==> config.mk <==
export PLATFORM = sky130hd
export DESIGN_NAME = phy_led_driver
export DESIGN_NICKNAME = d
export VERILOG_FILES = /design/src/phy_led_pkg.sv /design/src/phy_led_driver.sv
export SDC_FILE = /design/constraint.sdc
export NUM_CORES = 1
export LEC_CHECK = 0
export BUFFER_PORTS_ARGS = -buffer_cell sky130_fd_sc_hd__buf_2
export CAP_MARGIN = 20
export CORE_MARGIN = 10
export CORE_UTILIZATION = 53
export CTS_CLUSTER_DIAMETER = 120
export DETAILED_ROUTE_END_ITERATION = 16
export GPL_ROUTABILITY_DRIVEN = 0
export GPL_TIMING_DRIVEN = 0
export HOLD_SLACK_MARGIN = 0.12
export PLACE_DENSITY_LB_ADDON = 0.3
export SLEW_MARGIN = 15
export SYNTH_ARGS = -nofsm -noshare
export SYNTH_HDL_FRONTEND = slang
export SYNTH_SLANG_ARGS = --single-unit
==> constraint.sdc <==
create_clock -name sys_clk -period 2.9 [get_ports sys_clk]
set_clock_uncertainty 0.2 [all_clocks]
set_input_delay 0.58 -clock sys_clk [delete_from_list [all_inputs] [get_ports sys_clk]]
set_output_delay 0.58 -clock sys_clk [all_outputs]
set_load 0.02 [all_outputs]
==> src/phy_led_pkg.sv <==
// constants, field layouts and carrier types for the PHY status LED driver
// assumes a 25 MHz main clock and a PHY core on the same clock
package phy_led_pkg;

  // main clock period and the millisecond time base derived from it
  localparam int CLK_PERIOD_NS = 40;
  localparam int MS_TIME_NS = 1000000;
  localparam int MS_CYCLES = MS_TIME_NS / CLK_PERIOD_NS;

  // cycles the pins stay undriven while wiring is sensed after reset
  localparam logic [4:0] SENSE_CYCLES = 5'h10;

  // stretch lengths in milliseconds (normal, medium, long)
  localparam logic [7:0] NORMAL_STRETCH_TIME = 8'h28;
  localparam logic [7:0] MEDIUM_STRETCH_TIME = 8'h46;
  localparam logic [7:0] LONG_STRETCH_TIME = 8'h8C;

  // blink half periods in milliseconds
  localparam logic [7:0] FAST_BLINK_HALF_MS = 8'h32;
  localparam logic [7:0] SLOW_BLINK_HALF_MS = 8'hFA;

  // led_control_reg value after reset
  localparam logic [15:0] LED_CFG_RESET = 16'h3420;

  // stretch length select encodings
  localparam logic [1:0] SEL_NORMAL = 2'h0;
  localparam logic [1:0] SEL_MEDIUM = 2'h1;
  localparam logic [1:0] SEL_LONG = 2'h2;

  // led function codes
  localparam logic [3:0] FN_TX = 4'h1;
  localparam logic [3:0] FN_RX = 4'h2;
  localparam logic [3:0] FN_COL = 4'h3;
  localparam logic [3:0] FN_LINK = 4'h4;
  localparam logic [3:0] FN_DUPLEX = 4'h5;
  localparam logic [3:0] FN_TXRX = 4'h7;
  localparam logic [3:0] FN_ON = 4'h8;
  localparam logic [3:0] FN_OFF = 4'h9;
  localparam logic [3:0] FN_BLINK_FAST = 4'hA;
  localparam logic [3:0] FN_BLINK_SLOW = 4'hB;
  localparam logic [3:0] FN_LINK_RX = 4'hC;
  localparam logic [3:0] FN_LINK_TXRX = 4'hD;
  localparam logic [3:0] FN_DUPLEX_COL = 4'hE;

  // led_control_reg layout, bit 15 first
  typedef struct packed {
    logic [3:0] reserved_hi;
    logic [3:0] first_led_function;
    logic [3:0] second_led_function;
    logic [1:0] stretch_length_select;
    logic stretch_enable;
    logic reserved_lo;
  } led_cfg_t;

  // indications coming from the rest of the PHY
  typedef struct packed {
    logic link_up;
    logic full_duplex;
    logic tx_active;
    logic rx_active;
    logic col_active;
  } phy_status_t;

  // wiring sense sequencer
  typedef enum logic [0:0] {ST_SENSE, ST_RUN} sense_state_t;

endpackage

==> src/phy_led_driver.sv <==
// two status LED pins of the PHY: wiring sense at reset, function select, stretch
// assumes led_control_reg is written through the PHY management port and that
// the status inputs come from PHY logic on sys_clk
//
// Functional notes
// - sense each LED pin's drive polarity at reset
// - then drive each LED per led_control_reg
// - polarity latched until the next reset
// - second LED sourcing: full duplex default cleared
// - second LED sinking: full duplex default set
// - no second LED: duplex default may be either
// - functions in bits 11-8 and 7-4
// - codes on, off, blink fast, blink slow
// - tx, rx, collision, tx-or-rx activity, stretchable
// - link and duplex status steady display
// - combined codes 1100-1110 always stretched
// - stretch length in bits 3-2, 11 reserved
// - stretch about 40, 70, 140 ms
// - stretch enable bit 1 lengthens events
// - enable clear: lit only during activity
// - register reached only via management port
`timescale 1ns/1ps
`default_nettype none

module phy_led_driver
  import phy_led_pkg::*;
#(
  parameter int TICK_CYCLES = MS_CYCLES
) (
  input wire logic sys_clk,
  input wire logic reset,
  input wire phy_status_t phy_status,
  input wire logic reg_wr_en,
  input wire logic [15:0] reg_wr_data,
  output logic [15:0] reg_rd_data,
  input wire logic first_led_pin_in,
  output logic first_led_pin_out,
  output logic first_led_pin_oe,
  input wire logic second_led_pin_in,
  output logic second_led_pin_out,
  output logic second_led_pin_oe,
  output logic phy_full_duplex_default
);

  // stretch length for a select value; reserved value falls back to normal
  function automatic logic [7:0] stretch_ms(input logic [1:0] sel);
    case (sel)
      SEL_MEDIUM: stretch_ms = MEDIUM_STRETCH_TIME;
      SEL_LONG: stretch_ms = LONG_STRETCH_TIME;
      default: stretch_ms = NORMAL_STRETCH_TIME;
    endcase
  endfunction

  // activity event feeding the stretcher for a function code
  function automatic logic func_event(input logic [3:0] code, input phy_status_t st);
    case (code)
      FN_TX: func_event = st.tx_active;
      FN_RX, FN_LINK_RX: func_event = st.rx_active;
      FN_COL, FN_DUPLEX_COL: func_event = st.col_active;
      FN_TXRX, FN_LINK_TXRX: func_event = st.tx_active | st.rx_active;
      default: func_event = 1'b0;
    endcase
  endfunction

  // codes whose activity obeys the stretch enable
  function automatic logic func_stretchable(input logic [3:0] code);
    func_stretchable = (code == FN_TX) || (code == FN_RX) || (code == FN_COL)
      || (code == FN_TXRX);
  endfunction

  // codes that are stretched whatever the enable says
  function automatic logic func_always(input logic [3:0] code);
    func_always = (code == FN_LINK_RX) || (code == FN_LINK_TXRX)
      || (code == FN_DUPLEX_COL);
  endfunction

  // lit state of an LED for its code; combined codes toggle the steady status on activity
  function automatic logic func_lit(input logic [3:0] code, input phy_status_t st,
                                    input logic act, input logic fast, input logic slow);
    case (code)
      FN_ON: func_lit = 1'b1;
      FN_OFF: func_lit = 1'b0;
      FN_BLINK_FAST: func_lit = fast;
      FN_BLINK_SLOW: func_lit = slow;
      FN_TX, FN_RX, FN_COL, FN_TXRX: func_lit = act;
      FN_LINK: func_lit = st.link_up;
      FN_DUPLEX: func_lit = st.full_duplex;
      FN_LINK_RX, FN_LINK_TXRX: func_lit = st.link_up ^ act;
      FN_DUPLEX_COL: func_lit = st.full_duplex ^ act;
      default: func_lit = 1'b0;
    endcase
  endfunction

  led_cfg_t cfg_reg, cfg_next;
  logic [1:0] sync1_reg, sync2_reg, sync3_reg, stable_reg, stable_next;
  sense_state_t state_reg, state_next;
  logic [4:0] sense_cnt_reg, sense_cnt_next;
  logic [1:0] pol_reg, pol_next;
  logic dpx_reg, dpx_next;
  logic [15:0] tick_cnt_reg, tick_cnt_next;
  logic ms_tick;
  logic [7:0] fast_cnt_reg, fast_cnt_next, slow_cnt_reg, slow_cnt_next;
  logic fast_ph_reg, fast_ph_next, slow_ph_reg, slow_ph_next;
  logic [7:0] str_cnt_reg [2];
  logic [7:0] str_cnt_next [2];
  logic [3:0] code [2];
  logic [1:0] evt, stretch_on, act, lit;
  logic [1:0] led_out_reg, led_out_next, led_oe_reg, led_oe_next;

  assign code[0] = cfg_reg.first_led_function;
  assign code[1] = cfg_reg.second_led_function;

  // led_control_reg: written and read back only over the management port
  always_comb begin
    cfg_next = cfg_reg;
    if (reg_wr_en) begin
      cfg_next = led_cfg_t'(reg_wr_data);
    end
  end

  always_ff @(posedge sys_clk or posedge reset) begin
    if (reset) begin
      cfg_reg <= led_cfg_t'(LED_CFG_RESET);
    end else begin
      cfg_reg <= cfg_next;
    end
  end

  assign reg_rd_data = cfg_reg;

  // pin level filter: accept a change once the second and third stages agree
  always_comb begin
    for (int i = 0; i < 2; i++) begin
      stable_next[i] = (sync2_reg[i] == sync3_reg[i]) ? sync3_reg[i] : stable_reg[i];
    end
  end

  always_ff @(posedge sys_clk or posedge reset) begin
    if (reset) begin
      sync1_reg <= 2'h0;
      sync2_reg <= 2'h0;
      sync3_reg <= 2'h0;
      stable_reg <= 2'h0;
    end else begin
      sync1_reg <= {second_led_pin_in, first_led_pin_in};
      sync2_reg <= sync1_reg;
      sync3_reg <= sync2_reg;
      stable_reg <= stable_next;
    end
  end

  // wiring sense: a pin that floats high has its LED tied to supply (sinking, lit low)
  always_comb begin
    state_next = state_reg;
    sense_cnt_next = sense_cnt_reg;
    pol_next = pol_reg;
    dpx_next = dpx_reg;
    case (state_reg)
      ST_SENSE: begin
        if (sense_cnt_reg == SENSE_CYCLES - 5'h1) begin
          pol_next = stable_reg;
          dpx_next = stable_reg[1];
          state_next = ST_RUN;
        end else begin
          sense_cnt_next = sense_cnt_reg + 5'h1;
        end
      end
      ST_RUN: begin
        state_next = ST_RUN;
      end
      default: begin
        state_next = ST_SENSE;
      end
    endcase
  end

  always_ff @(posedge sys_clk or posedge reset) begin
    if (reset) begin
      state_reg <= ST_SENSE;
      sense_cnt_reg <= 5'h0;
      pol_reg <= 2'h0;
      dpx_reg <= 1'b0;
    end else begin
      state_reg <= state_next;
      sense_cnt_reg <= sense_cnt_next;
      pol_reg <= pol_next;
      dpx_reg <= dpx_next;
    end
  end

  assign phy_full_duplex_default = dpx_reg;

  // millisecond tick and the two blink phases
  assign ms_tick = (tick_cnt_reg == 16'(TICK_CYCLES - 1));

  always_comb begin
    tick_cnt_next = ms_tick ? 16'h0 : tick_cnt_reg + 16'h1;
    fast_cnt_next = fast_cnt_reg;
    slow_cnt_next = slow_cnt_reg;
    fast_ph_next = fast_ph_reg;
    slow_ph_next = slow_ph_reg;
    if (ms_tick) begin
      if (fast_cnt_reg == FAST_BLINK_HALF_MS - 8'h1) begin
        fast_cnt_next = 8'h0;
        fast_ph_next = ~fast_ph_reg;
      end else begin
        fast_cnt_next = fast_cnt_reg + 8'h1;
      end
      if (slow_cnt_reg == SLOW_BLINK_HALF_MS - 8'h1) begin
        slow_cnt_next = 8'h0;
        slow_ph_next = ~slow_ph_reg;
      end else begin
        slow_cnt_next = slow_cnt_reg + 8'h1;
      end
    end
  end

  always_ff @(posedge sys_clk or posedge reset) begin
    if (reset) begin
      tick_cnt_reg <= 16'h0;
      fast_cnt_reg <= 8'h0;
      slow_cnt_reg <= 8'h0;
      fast_ph_reg <= 1'b0;
      slow_ph_reg <= 1'b0;
    end else begin
      tick_cnt_reg <= tick_cnt_next;
      fast_cnt_reg <= fast_cnt_next;
      slow_cnt_reg <= slow_cnt_next;
      fast_ph_reg <= fast_ph_next;
      slow_ph_reg <= slow_ph_next;
    end
  end

  // per-LED stretcher: an event reloads the count, ms ticks run it down
  always_comb begin
    for (int i = 0; i < 2; i++) begin
      evt[i] = func_event(code[i], phy_status);
      stretch_on[i] = func_always(code[i])
        || (func_stretchable(code[i]) && cfg_reg.stretch_enable);
      str_cnt_next[i] = str_cnt_reg[i];
      if (evt[i] && stretch_on[i]) begin
        str_cnt_next[i] = stretch_ms(cfg_reg.stretch_length_select);
      end else if (!stretch_on[i]) begin
        str_cnt_next[i] = 8'h0;
      end else if (ms_tick && (str_cnt_reg[i] != 8'h0)) begin
        str_cnt_next[i] = str_cnt_reg[i] - 8'h1;
      end
      act[i] = evt[i] || (stretch_on[i] && (str_cnt_reg[i] != 8'h0));
      lit[i] = func_lit(code[i], phy_status, act[i], fast_ph_reg, slow_ph_reg);
    end
  end

  always_ff @(posedge sys_clk or posedge reset) begin
    if (reset) begin
      str_cnt_reg[0] <= 8'h0;
      str_cnt_reg[1] <= 8'h0;
    end else begin
      str_cnt_reg[0] <= str_cnt_next[0];
      str_cnt_reg[1] <= str_cnt_next[1];
    end
  end

  // pin drive: released while sensing, then lit level adjusted by the latched polarity
  always_comb begin
    led_out_next = 2'h0;
    led_oe_next = 2'h0;
    if (state_reg == ST_RUN) begin
      led_oe_next = 2'h3;
      led_out_next = lit ^ pol_reg;
    end
  end

  always_ff @(posedge sys_clk or posedge reset) begin
    if (reset) begin
      led_out_reg <= 2'h0;
      led_oe_reg <= 2'h0;
    end else begin
      led_out_reg <= led_out_next;
      led_oe_reg <= led_oe_next;
    end
  end

  assign first_led_pin_out = led_out_reg[0];
  assign first_led_pin_oe = led_oe_reg[0];
  assign second_led_pin_out = led_out_reg[1];
  assign second_led_pin_oe = led_oe_reg[1];
endmodule // phy_led_driver

`default_nettype wire

## Yosys cells after proc, flatten, opt, wreduce, memory -nomap -nowiden

Cells that the tools add are included.

- Register bits after elaboration: 87
- Output and inout bits: 21
- Logic and storage cells: 130

- Add/sub/neg operators: 6
- Eq/ne operators: 34
- Muxes and demuxes: 18
- Bitwise logic cells: 10
- Reductions and logical operators: 38

Operator list:

| cell | count |
|---|---|
| $mux 8 | 8 |
| $eq 4x4->1 const B | 12 |
| $eq 4x3->1 const B | 6 |
| $add 16x1->16 const B | 1 |
| $add 8x1->8 const B | 2 |
| $eq 16x15->1 const B | 1 |
| $eq 4x2->1 const B | 4 |
| $mux 16 | 1 |
| $pmux 1 s8 | 2 |
| $pmux 8 s2 | 1 |
| $reduce_bool 8->1 | 2 |
| $reduce_or 2->1 | 8 |
| $sub 8x1->8 const B | 2 |
| $logic_or 1x1->1 | 14 |
| $eq 4x1->1 const B | 2 |
| $eq 8x6->1 const B | 1 |
| $eq 8x8->1 const B | 1 |
| $logic_and 1x1->1 | 8 |
| $pmux 1 s4 | 2 |
| $reduce_and 2->1 | 4 |
| $reduce_or 4->1 | 2 |
| $ne 3x1->1 const B | 2 |
| $add 5x1->5 const B | 1 |
| $eq 5x4->1 const B | 1 |
| 10 further kinds | 18 |

## Logic depth before layout (Yosys ltp)

- Depth in word-level cells: 12
- Mapped depth: 8
- Depth with buffers taken out: 8

## Least setup slack after synthesis

OpenSTA, ideal clock, no wires.

- Path type: flip-flop to flip-flop
- Start point: register cfg_reg (netlist bit reg_rd_data[10])
- End point: register led_out_reg[0]
- Arrival: 1.932 ns
- Required time: 2.610 ns
- Slack: 0.678 ns
- Stages on the path, launching flop included: 8
- Path buffers: 1
- Cell sequence: dfstp_2 > buf_2 > and4bb_1 > a31o_1 > o21a_1 > o211ai_2 > mux2_1 > o2111ai_1

- Longest elaborated chain between the ends: 12
- Elaborated cells between the ends (all ways): 32

RTL lines:

| element | line | source |
|---|---|---|
| start, declared | phy_led_driver.sv:94 | `led_cfg_t cfg_reg, cfg_next;` |
| start signal, assigned | phy_led_driver.sv:123 | `cfg_reg <= led_cfg_t'(LED_CFG_RESET);` |
| start signal, assigned | phy_led_driver.sv:125 | `cfg_reg <= cfg_next;` |
| $eq 4x1->1 / $eq 4x2->1 (equally long branches) | phy_led_driver.sv:56, phy_led_driver.sv:67, phy_led_driver.sv:80 |  |
| $logic_or 1x1->1 (2 in series) | phy_led_driver.sv:67 | `func_stretchable = (code == FN_TX) \|\| (code == FN_RX) \|\| (code == FN_COL)` |
| $logic_or 1x1->1 | phy_led_driver.sv:68 | `\|\| (code == FN_TXRX);` |
| $logic_and 1x1->1 | phy_led_driver.sv:239 | `\|\| (func_stretchable(code[i]) && cfg_reg.stretch_enable);` |
| $logic_or 1x1->1 | phy_led_driver.sv:239 |  |
| $logic_and 1x1->1 | phy_led_driver.sv:248 | `act[i] = evt[i] \|\| (stretch_on[i] && (str_cnt_reg[i] != 8'h0));` |
| $logic_or 1x1->1 | phy_led_driver.sv:248 |  |
| $xor 1x1->1, on equally long branches | phy_led_driver.sv:89, phy_led_driver.sv:88 |  |
| $pmux 1 s8 * | phy_led_driver.sv:80 | `case (code)` |
| $xor 2x2->2 * | phy_led_driver.sv:269 | `led_out_next = lit ^ pol_reg;` |
| $mux 2 * | phy_led_driver.sv:267 | `if (state_reg == ST_RUN) begin` |
| via led_out_next[0] | phy_led_driver.sv:108 | `logic [1:0] led_out_reg, led_out_next, led_oe_reg, led_oe_next;` |
| end signal, assigned | phy_led_driver.sv:278 | `led_out_reg <= led_out_next;` |
| end, declared | phy_led_driver.sv:108 |  |

Mark *: on every way through the listed nets, which the timed path passes. The rest lies on a longest branch.
A chain may end at the register's enable or synchronous reset.

## Worst setup path in the final report

- Start point: register tick_cnt_reg[0]
- End point: register str_cnt_reg[2] in the netlist's numbering

- Longest elaborated chain between the ends: 3

RTL lines:

| element | line | source |
|---|---|---|
| start, declared | phy_led_driver.sv:100 | `logic [15:0] tick_cnt_reg, tick_cnt_next;` |
| start signal, assigned | phy_led_driver.sv:226 | `tick_cnt_reg <= tick_cnt_next;` |
| $eq 16x15->1 | phy_led_driver.sv:194 | `assign ms_tick = (tick_cnt_reg == 16'(TICK_CYCLES - 1));` |
| $logic_and 1x1->1 | phy_led_driver.sv:245 | `end else if (ms_tick && (str_cnt_reg[i] != 8'h0)) begin` |
| $ne 3x1->1 (no source line) | n/a |  |
| end, declared | phy_led_driver.sv:104 | `logic [7:0] str_cnt_reg [2];` |

Every way passes these cells.

==> metrics.yaml <==
run:
  drv_cap: 0
logic_synthesis:
  synth_cell_types: 67
  synthesis.instances: 436
  seq_area_frac_synth: 0.477
  yosys_warnings: 0
  syn_area_um2: 4470
  synth-edff-count: 0
  netlist_top_cells_area: "dfrtp_1 (45%), ha_1 (3.9%), mux2_2 (3.8%)"
  synth_nets: 476
  synth_top_area_frac: 0.453
  synth_area_leader_cell: "dfrtp_1"
  yosysMostFrequentCell: "dfrtp_1"
  syn_area_per_cell_um2: 10.3
  ys_ff_latch: 85
  async_flop_share: 1.00
  ys_dominant_reg_cell: "dfrtp_1"
  synth_common_cells: "dfrtp_1 (81), nor2_1 (43), nand2_1 (40)"
routing:
  wl_per_cell_um: 15.8
  drc: 0
  vias: 3382
  wl_met2_mm: 4.70
  drtPass1Iterations: 4
  vias_per_cell: 5.56
  drtAntennaViolNets: 0
  wirelength_mm: 9.59
  wl_met3_um: 339
  dr.max_layer_used: "met4"
  met1_length_mm: 4.40
  first_iter_violations: 152
layout:
  multi_input_area_um2: 2190
  ff_latch_area_um2: 2130
  fill_cells: 685
  num_antenna_cells: 0
  final_nets: 538
  drive_above_1_share: 0.217
  area_growth_pct: 14.3
global_routing:
  grt_max_degree: 34
  grt_overflow: 0
  antenna_found_initial: 0
  grt_pass1_vias: 3523
  grt_usage: 0.158
  grt_pass1_wl_mm: 16.9
critical_path:
  path_buf_inv: 0
  cp_slowest_cell: "dfrtp_1"
  path_delay_family: "simple AND/OR/NAND/NOR gates"
  worstPathCellList: "ha_1 -> and4b_1 -> nand4_1 -> nor2_2 -> nand2_1 -> xor2_1 -> a211oi_1"
  cp-end-kind: "flip-flop"
  critical-path-max-stage-delay_ns: 0.40
  critical_path_class: "reg2reg"
  cp.arrival_ns: 2.42
  worst_ep_required_time_ns: 2.97
  crit_path_max_fanout: 6
  start_kind: "flip-flop"
timing:
  tightest_slew_ns: 0.792
  maxSlewViolCount: 0
  maxSlewHeadroom: 0.467
  setup_viol: 0
  final-hold-violation-count: 0
  fmax_mhz: 425
  fin_crit_sh: 0.810
  rsz0062_at_grt: "false"
  period_minus_slack_ns: 2.35
  hold_slack_ns: 0.155
  tns_ns: 0
pwr:
  power_leakage_nw: 2.23
  vdd_ir_drop_max_v: 0.000392
  p_per_area_nw_per_um2: 516
outcome:
  status: "finished clean"
clock_tree:
  cts_setup_buffers: 0
  clockBufferDepth: 2
  clock-sinks: 85
  cts.clk_slew.worst_paths_ns: 0.10
  numCtsBuffers: 9
  cts_max_level: 3
  cts.root.buffer_cell: "clkbuf_8"
  cts_tree: "yes"
  clk_latency_ns: 0.37
floorplanning:
  ios: 47
  coreArea_um2: 8220
  initial_core_util: 0.544
  die_area_um2: 12500
  die_w_um: 112
  rows: 33
  die_h_um: 112
min_path:
  hold_class: "reg2reg"
placed_design:
  port_buffers: 46
  place_hpwl_mm: 7.12
-- area by class of cell --
| cell class | instances | area share |
|---|---|---|
| well taps | 105 | 0.0257 |
| inverters | 20 | 0.0154 |
| multi-input cells | 317 | 0.428 |
| plain buffers | 14 | 0.0149 |
| repair buffers | 51 | 0.0588 |
| clock buffers | 9 | 0.0242 |
| clock inverters | 7 | 0.0154 |
| flip-flops and latches | 85 | 0.417 |
-- layer usage --
layer	GRT usage	vias up
met4	0.0557	0
met5	0	-
met2	0.258	52
met3	0.0370	12
li1	-	1671
met1	0.201	1647
-- through the flow --
stage / area (um2) / cells / total power [W] / util / worst slack (ns)
floorplan: 4480 / 436 / 0.00167 / - / 0.678
global placement: 4840 / 587 / 0.00180 / 0.589 / 0.471
detailed placement: 4880 / 589 / 0.00182 / 0.594 / 0.464
CTS: 5110 / 608 / 0.00267 / 0.622 / 0.561
global route: 5110 / 608 / 0.00277 / 0.622 / 0.356
finish: 5110 / 608 / 0.00264 / 0.622 / 0.550
-- layout by cell type, fill, tap and decap left out, types with 8 or more instances in the layout --
cell and count:
buf_2 53, a21oi_1 12, xnor2_1 15, nor2_1 43, clkbuf_8 9, ha_1 14
inv_1 19, dfrtp_1 81, nand2_1 40, mux2_2 15, xor2_1 19, o21ai_0 18
nand4_1 12, nor3_1 8, nand3_1 16
-- cells by family (layout without fill, tap and decap cells) --
| kind of cell | Yosys count | count (layout) | share of synthesized area |
|---|---|---|---|
| AND/OR/NAND/NOR | 172 | 172 | 0.204 |
| flip-flops | 85 | 85 | 0.477 |
| AO/OA/AOI/OAI | 70 | 70 | 0.114 |
| XOR/XNOR | 34 | 34 | 0.0666 |
| buffers and inverters | 34 | 101 | 0.0338 |
| multiplexers | 23 | 23 | 0.0559 |
| adder cells (fa/ha/maj) | 18 | 18 | 0.0484 |
-- final timing paths --
kind                                            from                          end  slack, ns  depth (start not counted)
setup / recovery           tick_cnt_reg[0]$_DFF_PP0_   str_cnt_reg[2]$_DFFE_PP0P_       0.55                          7
min in group asynchronous                      reset  slow_cnt_reg[7]$_DFFE_PP0N_       0.59                          3
hold / removal                sync1_reg[0]$_DFF_PP0_       sync2_reg[0]$_DFF_PP0_       0.15                          0
setup reg to reg           tick_cnt_reg[0]$_DFF_PP0_   str_cnt_reg[2]$_DFFE_PP0P_       0.55                          7
hold reg to reg               sync1_reg[0]$_DFF_PP0_       sync2_reg[0]$_DFF_PP0_       0.15                          0
max in group asynchronous                      reset  reg_rd_data[10]$_DFFE_PP1P_       1.10                          5
-- power breakdown --
| part | internal [W] | leakage [nW] | switching, W | total [W] |
|---|---|---|---|---|
| Combinational | 0.000202 | 1.06 | 0.000295 | 0.000497 |
| Clock | 0.000340 | 0.102 | 0.000498 | 0.000838 |
| Sequential | 0.00125 | 1.07 | 0.0000542 | 0.00130 |
-- timing repair --
item / 4_1_cts / 5_1_grt
endpoints found under the hold margin: 23 / 0
resized for setup: 0 / 0
hold buffers: 3 / 0
No activity file was read; power rests on OpenSTA's default activity.
